`src/shared/mon_regs.svh`:
```
// register offsets, field positions, reset values and timing counts of the monitor handler
`ifndef MON_REGS_SVH
`define MON_REGS_SVH

// ----------------------------------------------------------------
// register offsets (byte addresses)
// ----------------------------------------------------------------
`define MON_CTRL_OFS 8'hb0
`define MON_STAT_OFS 8'hb8
`define MON_TXD_OFS 8'hbc

// ----------------------------------------------------------------
// control register layout
// ----------------------------------------------------------------
`define MON_CTRL_W 19
`define MON_CTRL_RST 19'h000ff
`define MON_CTRL_SUB_LSB 12

// ----------------------------------------------------------------
// status register layout
// ----------------------------------------------------------------
`define MON_STAT_RXV_BIT 8
`define MON_STAT_RDY_BIT 9
`define MON_STAT_EMP_BIT 10
`define MON_STAT_VEC_LSB 11
`define MON_STAT_FND_BIT 14
`define MON_STAT_BUSY_BIT 15

// ----------------------------------------------------------------
// frame layout and timing counts
// ----------------------------------------------------------------
`define MON_EOM_FRAMES 2'h2
`define MON_MON_FIRST 5'h10
`define MON_MON_LAST 5'h17
`define MON_MX_POS 5'h1f

`endif

```
`src/shared/mon_pkg.sv`:
```
// types shared by the monitor-channel handler files
package mon_pkg;

    // control word as software sees it, msb first
    typedef struct packed {
        logic end_of_message_ctl;
        logic tx_fifo_reset;
        logic rx_section_reset;
        logic auto_search_enable;
        logic [2:0] subframe_select;
        logic rx_irq_mask;
        logic rx_on;
        logic tx_irq_mask;
        logic tx_on;
        logic [7:0] chan_mask;
    } ctrl_t;

    // serial bus pins seen by the handler
    typedef struct packed {
        logic dcl;
        logic fsc;
        logic rx_data;
    } link_in_t;

    // open-drain transmit data line
    typedef struct packed {
        logic tx_data;
        logic tx_oe;
    } link_out_t;

    // interrupt pulses towards the system interrupt logic
    typedef struct packed {
        logic as_event;
        logic [2:0] as_vector;
        logic rx_event;
        logic tx_event;
    } irq_t;

    // transmit sequencer states
    typedef enum logic [2:0] {
        TX_IDLE = 3'b001,
        TX_SEND = 3'b010,
        TX_EOM = 3'b100
    } tx_state_t;

endpackage : mon_pkg

```
`src/logic/mon_fifo.sv`:
```
// small flop-based fifo with valid/ready on both sides
`timescale 1ns/1ps
module mon_fifo #(
    parameter int WIDTH = 8,
    parameter int DEPTH = 8
) (
    // clock and reset
    input wire logic i_clk,
    input wire logic i_rst_b,
    input wire logic i_clr,
    // fill side
    input wire logic i_in_valid,
    output logic o_in_ready,
    input wire logic [WIDTH-1:0] i_in_data,
    // drain side
    output logic o_out_valid,
    input wire logic i_out_ready,
    output logic [WIDTH-1:0] o_out_data
);
    localparam int AW = (DEPTH > 1) ? $clog2(DEPTH) : 1;
    localparam int CW = $clog2(DEPTH + 1);
    localparam logic [CW-1:0] FULL_C = CW'(DEPTH);
    localparam logic [AW-1:0] LAST_C = AW'(DEPTH - 1);

    logic [WIDTH-1:0] mem_reg [DEPTH]; // storage flops
    logic [AW-1:0] wr_ptr_reg; // next slot to fill
    logic [AW-1:0] rd_ptr_reg; // oldest word
    logic [CW-1:0] count_reg; // words held

    // pointer advance with wrap for any depth
    function automatic logic [AW-1:0] ptr_inc(input logic [AW-1:0] p);
        ptr_inc = (p == LAST_C) ? '0 : p + 1'b1;
    endfunction : ptr_inc

    wire push = i_in_valid & o_in_ready;
    wire pop = o_out_valid & i_out_ready;

    assign o_in_ready = (count_reg != FULL_C);
    assign o_out_valid = (count_reg != '0);
    assign o_out_data = mem_reg[rd_ptr_reg];

    // pointers and level; clear drops everything held
    always_ff @(posedge i_clk or negedge i_rst_b) begin
        if (!i_rst_b) begin
            wr_ptr_reg <= '0;
            rd_ptr_reg <= '0;
            count_reg <= '0;
        end else if (i_clr) begin
            wr_ptr_reg <= '0;
            rd_ptr_reg <= '0;
            count_reg <= '0;
        end else begin
            if (push) wr_ptr_reg <= ptr_inc(wr_ptr_reg);
            if (pop) rd_ptr_reg <= ptr_inc(rd_ptr_reg);
            count_reg <= count_reg + CW'(push) - CW'(pop);
        end
    end

    // data storage, no reset needed
    always_ff @(posedge i_clk) begin
        if (push) mem_reg[wr_ptr_reg] <= i_in_data;
    end

endmodule : mon_fifo

```
`src/logic/mon_handler.sv`:
```
// monitor-channel handler: control register, serial slot engine and transmit fifo
//
// Implementation choice: the plain strobed port.
`timescale 1ns/1ps
`include "mon_regs.svh"

// Overview of operation
// - empty fifo, eom 0: two frames handshake high
// - eom 1: bytes stream on, no message end
// - fifo reset clears fifo, holds transmitter
// - receive reset holds receiver initial
// - receive reset also holds the transmitter
// - no auto-search: serve selected subframe only
// - auto-search: report first active subframe number
// - three-bit field selects one of eight
// - receiver mask suppresses receiver interrupts
// - receiver control switches receiver on/off
// - transmitter mask suppresses transmitter interrupts
// - transmitter control switches transmitter on/off
module mon_handler #(
    parameter int FIFO_DEPTH = 8
) (
    // clock and reset
    input wire logic i_clk,
    input wire logic i_rst_b,
    // register port
    input wire logic [7:0] i_addr,
    input wire logic [31:0] i_wdata,
    input wire logic i_wr,
    input wire logic i_rd,
    output logic [31:0] o_rdata,
    // serial bus pins
    input wire mon_pkg::link_in_t i_link,
    output mon_pkg::link_out_t o_link,
    // interrupt pulses
    output mon_pkg::irq_t o_irq
);
    import mon_pkg::*;

    // ------------------------------------------------------------
    // register file
    // ------------------------------------------------------------
    ctrl_t ctrl_reg; // control word
    logic rx_valid_reg; // a byte waits in rx_byte_reg
    logic [7:0] rx_byte_reg; // last received monitor byte
    logic as_found_reg; // auto-search has a hit
    logic [2:0] as_vec_reg; // subframe of that hit
    logic [31:0] rdata_reg; // read answer
    logic fifo_in_ready; // fifo can take a byte
    logic fifo_out_valid; // fifo holds a byte
    logic [7:0] fifo_out_data; // oldest byte
    tx_state_t tx_state_reg; // transmit sequencer
    tx_state_t tx_state_next;

    wire sel_ctrl = (i_addr == `MON_CTRL_OFS);
    wire sel_stat = (i_addr == `MON_STAT_OFS);
    wire sel_txd = (i_addr == `MON_TXD_OFS);
    wire ctrl_wr = i_wr & sel_ctrl;
    // a write to a full fifo is dropped; software polls the ready bit
    wire txd_push = i_wr & sel_txd;
    wire stat_rd = i_rd & sel_stat;

    // status word assembled from live state
    wire [31:0] stat_word = {16'h0000, (tx_state_reg != TX_IDLE), as_found_reg,
        as_vec_reg, ~fifo_out_valid, fifo_in_ready, rx_valid_reg, rx_byte_reg};
    // unmapped addresses and the write-only data port read as zero
    wire [31:0] rd_mux = sel_ctrl ? {13'h0000, ctrl_reg} : (sel_stat ? stat_word : 32'h0);
    wire [31:0] rdata_next = i_rd ? rd_mux : 32'h0;

    // control register write
    always_ff @(posedge i_clk or negedge i_rst_b) begin
        if (!i_rst_b) ctrl_reg <= ctrl_t'(`MON_CTRL_RST);
        else if (ctrl_wr) ctrl_reg <= ctrl_t'(i_wdata[`MON_CTRL_W-1:0]);
    end

    // read data stands only in the cycle after the strobe
    always_ff @(posedge i_clk or negedge i_rst_b) begin
        if (!i_rst_b) rdata_reg <= 32'h0;
        else rdata_reg <= rdata_next;
    end
    assign o_rdata = rdata_reg;

    // ------------------------------------------------------------
    // pin synchronisers and frame timing
    // ------------------------------------------------------------
    logic [1:0] dcl_sync_reg; // stage 0 feeds stage 1 only
    logic [1:0] fsc_sync_reg;
    logic [1:0] rxd_sync_reg;
    logic dcl_prev_reg; // last synced clock level
    logic fsc_prev_reg; // sync level at last bit
    logic [7:0] bit_idx_reg; // bit index of last sampled bit

    always_ff @(posedge i_clk or negedge i_rst_b) begin
        if (!i_rst_b) begin
            dcl_sync_reg <= 2'h0;
            fsc_sync_reg <= 2'h0;
            rxd_sync_reg <= 2'h3;
        end else begin
            dcl_sync_reg <= {dcl_sync_reg[0], i_link.dcl};
            fsc_sync_reg <= {fsc_sync_reg[0], i_link.fsc};
            rxd_sync_reg <= {rxd_sync_reg[0], i_link.rx_data};
        end
    end

    wire dcl_s = dcl_sync_reg[1];
    wire fsc_s = fsc_sync_reg[1];
    wire rxd_s = rxd_sync_reg[1];
    wire dcl_rise = dcl_s & ~dcl_prev_reg;
    // a rising frame sync seen at a bit clock edge starts bit 0
    wire frame_start = dcl_rise & fsc_s & ~fsc_prev_reg;
    wire [7:0] cur_idx = frame_start ? 8'h00 : bit_idx_reg + 8'h01;
    wire [7:0] nxt_idx = cur_idx + 8'h01;
    wire [2:0] cur_sub = cur_idx[7:5];
    wire [4:0] cur_pos = cur_idx[4:0];
    wire [2:0] nxt_sub = nxt_idx[7:5];
    wire [4:0] nxt_pos = nxt_idx[4:0];

    // is a position inside the monitor byte of a subframe
    function automatic logic in_mon(input logic [4:0] pos);
        in_mon = (pos >= `MON_MON_FIRST) && (pos <= `MON_MON_LAST);
    endfunction : in_mon

    // bit counter advances only on link clock edges
    always_ff @(posedge i_clk or negedge i_rst_b) begin
        if (!i_rst_b) begin
            dcl_prev_reg <= 1'b0;
            fsc_prev_reg <= 1'b0;
            bit_idx_reg <= 8'hff;
        end else begin
            dcl_prev_reg <= dcl_s;
            if (dcl_rise) fsc_prev_reg <= fsc_s;
            if (dcl_rise) bit_idx_reg <= cur_idx;
        end
    end

    // ------------------------------------------------------------
    // receiver
    // ------------------------------------------------------------
    logic [7:0] rx_shift_reg; // monitor byte being assembled

    // receiver live only when on and not in reset
    wire rx_active = ctrl_reg.rx_on & ~ctrl_reg.rx_section_reset;
    // handshake low at the end of a subframe marks an active channel
    wire mx_low = dcl_rise & (cur_pos == `MON_MX_POS) & ~rxd_s & rx_active;
    // fixed mode serves the selected subframe only
    wire rx_capture = mx_low & ~ctrl_reg.auto_search_enable &
        (cur_sub == ctrl_reg.subframe_select);
    // auto-search reports the first active subframe
    wire as_hit = mx_low & ctrl_reg.auto_search_enable & ~as_found_reg;

    // assemble msb first
    always_ff @(posedge i_clk or negedge i_rst_b) begin
        if (!i_rst_b) rx_shift_reg <= 8'h00;
        else if (dcl_rise && in_mon(cur_pos)) rx_shift_reg <= {rx_shift_reg[6:0], rxd_s};
    end

    // reset holds receive state clear; capture beats a status read
    always_ff @(posedge i_clk or negedge i_rst_b) begin
        if (!i_rst_b) begin
            rx_valid_reg <= 1'b0;
            rx_byte_reg <= 8'h00;
        end else if (ctrl_reg.rx_section_reset) begin
            rx_valid_reg <= 1'b0;
            rx_byte_reg <= 8'h00;
        end else if (rx_capture) begin
            rx_valid_reg <= 1'b1;
            rx_byte_reg <= rx_shift_reg;
        end else if (stat_rd) begin
            rx_valid_reg <= 1'b0;
        end
    end

    // hit held until search is switched off or receive reset is set, so software can
    // load the number before reading
    always_ff @(posedge i_clk or negedge i_rst_b) begin
        if (!i_rst_b) begin
            as_found_reg <= 1'b0;
            as_vec_reg <= 3'h0;
        end else if (ctrl_reg.rx_section_reset || !ctrl_reg.auto_search_enable) begin
            as_found_reg <= 1'b0;
        end else if (as_hit) begin
            as_found_reg <= 1'b1;
            as_vec_reg <= cur_sub;
        end
    end

    // ------------------------------------------------------------
    // transmit fifo and sequencer
    // ------------------------------------------------------------
    logic [7:0] tx_byte_reg; // byte on the line this frame
    logic [1:0] eom_cnt_reg; // end frames already sent
    logic tx_done; // message end completed

    // transmitter held by its reset, off, or receive reset
    wire tx_hold = ctrl_reg.tx_fifo_reset | ctrl_reg.rx_section_reset | ~ctrl_reg.tx_on;
    wire tx_idle = (tx_state_reg == TX_IDLE);
    wire tx_send = (tx_state_reg == TX_SEND);
    wire tx_eom = (tx_state_reg == TX_EOM);
    // one byte leaves per frame; the line stalls the fifo in between
    wire tx_pop = frame_start & fifo_out_valid & ~tx_hold & (tx_idle | tx_send);

    // fifo cleared while its reset is set
    mon_fifo #(
        .WIDTH(8),
        .DEPTH(FIFO_DEPTH)
    ) u_tx_fifo (
        .i_clk(i_clk),
        .i_rst_b(i_rst_b),
        .i_clr(ctrl_reg.tx_fifo_reset),
        .i_in_valid(txd_push),
        .o_in_ready(fifo_in_ready),
        .i_in_data(i_wdata[7:0]),
        .o_out_valid(fifo_out_valid),
        .i_out_ready(tx_pop),
        .o_out_data(fifo_out_data)
    );

    // next state at frame boundaries
    always_comb begin
        tx_state_next = tx_state_reg;
        tx_done = 1'b0;
        if (tx_hold) begin
            tx_state_next = TX_IDLE;
        end else if (frame_start) begin
            unique case (tx_state_reg)
                TX_IDLE: begin
                    if (fifo_out_valid) tx_state_next = TX_SEND;
                end
                TX_SEND: begin
                    // empty fifo ends message only with eom at 0
                    if (fifo_out_valid) tx_state_next = TX_SEND;
                    else if (ctrl_reg.end_of_message_ctl) tx_state_next = TX_IDLE;
                    else tx_state_next = TX_EOM;
                end
                TX_EOM: begin
                    // second end frame completes the message
                    if (eom_cnt_reg == `MON_EOM_FRAMES - 2'h1) begin
                        tx_state_next = TX_IDLE;
                        tx_done = 1'b1;
                    end
                end
                default: tx_state_next = TX_IDLE;
            endcase
        end
    end

    // state, byte and end count return to initial when held
    always_ff @(posedge i_clk or negedge i_rst_b) begin
        if (!i_rst_b) begin
            tx_state_reg <= TX_IDLE;
            tx_byte_reg <= 8'hff;
            eom_cnt_reg <= 2'h0;
        end else begin
            tx_state_reg <= tx_state_next;
            if (tx_hold) tx_byte_reg <= 8'hff;
            else if (tx_pop) tx_byte_reg <= fifo_out_data;
            if (tx_state_next != TX_EOM) eom_cnt_reg <= 2'h0;
            else if (frame_start && tx_eom) eom_cnt_reg <= eom_cnt_reg + 2'h1;
        end
    end

    // ------------------------------------------------------------
    // line driver: bit for the next position is set up at each rising link clock edge
    // ------------------------------------------------------------
    logic tx_data_reg; // line level driven
    logic tx_oe_reg; // driving the line

    // only the selected subframe's monitor byte and handshake
    wire nxt_slot = (nxt_sub == ctrl_reg.subframe_select) &
        (in_mon(nxt_pos) | (nxt_pos == `MON_MX_POS));
    // end frames keep the handshake bit high, data idle
    wire nxt_bit = (nxt_pos == `MON_MX_POS) ? ~tx_send :
        (tx_send ? tx_byte_reg[3'h7 - nxt_pos[2:0]] : 1'b1);

    always_ff @(posedge i_clk or negedge i_rst_b) begin
        if (!i_rst_b) begin
            tx_data_reg <= 1'b1;
            tx_oe_reg <= 1'b0;
        end else if (tx_hold) begin
            tx_data_reg <= 1'b1;
            tx_oe_reg <= 1'b0;
        end else if (dcl_rise) begin
            tx_data_reg <= nxt_bit;
            tx_oe_reg <= nxt_slot & (tx_send | tx_eom);
        end
    end
    assign o_link.tx_data = tx_data_reg;
    assign o_link.tx_oe = tx_oe_reg;

    // ------------------------------------------------------------
    // interrupt pulses, gated by the mask at the event
    // ------------------------------------------------------------
    irq_t irq_reg;

    always_ff @(posedge i_clk or negedge i_rst_b) begin
        if (!i_rst_b) begin
            irq_reg <= '0;
        end else begin
            irq_reg.rx_event <= rx_capture & ~ctrl_reg.rx_irq_mask;
            irq_reg.as_event <= as_hit & ~ctrl_reg.rx_irq_mask;
            irq_reg.tx_event <= tx_done & ~ctrl_reg.tx_irq_mask;
            if (as_hit) irq_reg.as_vector <= cur_sub;
        end
    end
    assign o_irq = irq_reg;
endmodule : mon_handler

```
`config.mk`:
```
export PLATFORM = sky130hd
export DESIGN_NAME = mon_handler
export DESIGN_NICKNAME = d
export VERILOG_FILES = /design/src/shared/mon_pkg.sv /design/src/logic/mon_fifo.sv /design/src/logic/mon_handler.sv
export VERILOG_INCLUDE_DIRS = /design/src /design/src/shared
export SDC_FILE = /design/constraint.sdc
export NUM_CORES = 1
export LEC_CHECK = 0
export ABC_AREA = 1
export BUFFER_PORTS_ARGS = -buffer_cell sky130_fd_sc_hd__buf_2
export CORE_MARGIN = 4
export CORE_UTILIZATION = 50
export CTS_CLUSTER_DIAMETER = 80
export DETAILED_ROUTE_END_ITERATION = 16
export PLACE_DENSITY = 0.73
export SLEW_MARGIN = 20
export SYNTH_ARGS = -nofsm -noshare
export SYNTH_HDL_FRONTEND = slang
export SYNTH_SLANG_ARGS = --single-unit
```
`constraint.sdc`:
```
create_clock -name i_clk -period 2.8 [get_ports i_clk]
set_clock_uncertainty 0.2 [all_clocks]
set_input_delay 0.14 -clock i_clk [delete_from_list [all_inputs] [get_ports i_clk]]
set_output_delay 0.14 -clock i_clk [all_outputs]
set_load 0.01 [all_outputs]
```
==> impl_metrics.csv <==
group,metric,value,unit
logic_synthesis,ys_warn_count,0,
sta,finalSetupViolCount,0,
placed_design,io_buffers,60,
sta,finalCritPeriodShare,95.2,%
logic_synthesis,synth_ff_type,"dfrtp_1",
layout,fill_cells,1139,
drt,via_per_inst,5.28,
worst_setup_path,cp-end-kind,"flop",
placed_design,hpwl,11200,um
outcome,outcome,"finished clean",
drt,drt-wirelength-per-cell,15.9,um
power,p_leak,4.17,nW
logic_synthesis,synthCells,762,
clock_tree,htreeDepth,4,
logic_synthesis,synth_area_leaders,"dfrtp_1 (26%), edfxtp_1 (25%), dfstp_2 (9.8%)",
power,power_density,616,nW/um2
logic_synthesis,netlist.top_cell.by_area,"dfrtp_1",
sta,fmax,375,MHz
drt,drtIter0Drc,398,
global_route,grt_max_degree,48,
worst_setup_path,crit_path_max_fanout,5,
global_route,overflow,0,
die,rows,44,
placed_design,pre_cts_slack,0.0111,ns
die,start_util,51.5,%
die,die_h,131,um
global_route,grt_first_pass_wirelength,26900,um
drt,firstDrtPassIters,5,
sta,fin_ws,0.134,ns
power,total_power,5.59,mW
power,peakVddDrop,0.493,mV
clock_tree,cts_tree,"yes",
clock_tree,clockBufferDepth,2,
logic_synthesis,ys_seq_area_share,61.2,%
worst_setup_path,crit_arrival,2.78,ns
worst_setup_path,required,2.92,ns
sta,whs,0.00640,ns
die,core-area,14600,um2
placed_design,place_congestion,0.827,
global_route,grtUsageTotal,20.5,%
sta,relSlewSlack,54.8,%
global_route,grt_pass1_vias,5472,
sta,finalMaxSlewViolations,0,
layout,largest_register_ff_count,64,
sta,fin_crit,2.67,ns
logic_synthesis,synth_area,7540,um2
drt,vias,5652,
clock_tree,cts-root-buf,"clkbuf_16",
layout,area_growth,20.5,%
logic_synthesis,synth.avg_cell_area,9.89,um2
sta,hold_viol_final,0,
flow_run,cap_violations,0,
logic_synthesis,async_flop_share,62.4,%
placed_design,placed_cell_area,8140,um2
logic_synthesis,synth_top_area_share,25.9,%
logic_synthesis,synth.ff_latch_count,170,
drt,drc_errors,0,
hold_path,min_path_type,"input port to asynchronous set/reset pin",
worst_setup_path,critical_path_class,"flop to flop",
drt,antenna_left,0,
layout,drive_gt1_share,20.9,%
logic_synthesis,synthDistinctLibCells,43,
clock_tree,cts_sinks,170,
clock_tree,insertion_delay,0.43,ns
global_route,antenna_found_initial,0,
die,dieArea,17100,um2
worst_setup_path,startpoint_type,"flop",
sta,worst_slew_pin_slew,0.678,ns
die,pin_count,87,
clock_tree,cts_buffers,17,
clock_tree,clk_pin_slew,0.07,ns
layout,insertedDiodeCount,0,
logic_synthesis,synth-edff-count,64,
die,fp.dieW,131,um
layout,final_nets,935,
layout,final_util,62.0,%
drt,totalWireLength,17000,um
layout,fin_area,9080,um2
[cells by family after synthesis]
group	Yosys count	synth area share, %
buffers and inverters	140	7.90
XOR/XNOR	1	0.116
AO/OA/AOI/OAI	130	9.81
flip-flops	170	61.2
adder cells (fa/ha/maj)	14	2.42
AND/OR/NAND/NOR	306	18.5
other	1	0.0498
[repair_timing]
action,in CTS,in global routing
setup buffers,1,0
hold buffers,26,0
setup endpoints to repair,1,17
cloned,1,0
gates resized for setup,5,10
hold endpoints to repair,178,0
pin swaps,1,4
[cell usage in the layout, fill, tap and decap left out, types with 3 or more instances in the layout]
cell and count:
inv_8 3, dlygate4sd3_1 26, o32ai_1 4, inv_6 4, o22ai_1 4, a41oi_1 7, conb_1 13, nand2_1 129
dfrtp_1 78, dfstp_2 28, buf_4 29, o21ai_2 3, nand2_2 5, o21ai_0 48, nor2_1 60, edfxtp_1 64
a21oi_1 53, ha_1 10, nand3_1 59, or2_2 3, inv_2 4, nand3_2 8, buf_2 59, clkbuf_16 17
nor3_1 17, inv_1 96, clkinv_1 4, nand4_1 15
[power by group]
group	internal, mW	leakage, nW	switching, mW	total (mW)
clock	1.20	0.277	1.06	2.26
sequential	2.68	1.89	0.0585	2.74
combinational	0.235	2.00	0.357	0.592
[cell type report]
cell class	instances	area [um2]	share of cell area (%)
multi-input cells	465	2460	27.0
clock inverters	14	134	1.47
clock buffers	18	439	4.83
well taps	184	230	2.53
inverters	103	387	4.26
flip-flops and latches	170	4610	50.7
repair buffers	117	828	9.12
[critical path, cell delays in order (launching register included)]
cell and delay, ns:
dfstp_2 0.56, ha_4 0.14, inv_1 0.05, nor2_2 0.10
ha_2 0.18, nand3_1 0.09, or2_4 0.26, inv_2 0.06
ha_4 0.13, nand4_4 0.15, nor3_4 0.18, buf_12 0.15
nand3_4 0.12, nand3_2 0.11, nand2_1 0.06
[metal layers]
metal	part of all wire, %	wire length [um]	GRT usage [%]	vias up
li1	-	-	-	2763
met3	5.5	932	4.55	26
met4	1.7	285	7.62	0
met2	49	8380	32.4	166
met1	44	7450	27.9	2697
met5	0	0	0	-
[worst paths after layout]
check / start / end / slack (ns) / cells after the start
worst max-delay path: bit_idx_reg[0] / rx_byte_reg[6] / 0.13 / 14
worst min-delay path: i_rst_b / o_irq[2] / 0.006 / 2
worst max register to register: bit_idx_reg[0] / rx_byte_reg[6] / 0.13 / 14
worst min register to register: dcl_sync_reg[0] / dcl_sync_reg[1] / 0.15 / 0
max in group asynchronous: i_rst_b / ctrl_reg[0] / 1.64 / 3
min in group i_clk: i_wr / u_tx_fifo.wr_ptr_reg[1] / 0.05 / 5
[synthesized netlist by cell type, types with 13 or more instances]
cell / n
a21oi_1: 53
buf_4: 15
clkbuf_1: 14
dfrtp_1: 78
dfstp_2: 28
edfxtp_1: 64
ha_1: 13
inv_1: 97
nand2_1: 129
nand3_1: 62
nand4_1: 15
nor2_1: 61
nor3_1: 17
o21ai_0: 48
[metrics by stage]
stage	std cells	TNS (ns)
final	1071	0
after global routing	1071	-0.0100
after CTS	1071	0
after detailed placement	1011	0
after global placement	1011	0
after floorplan	774	0
Note: power is estimated with default switching activity, not from simulation.
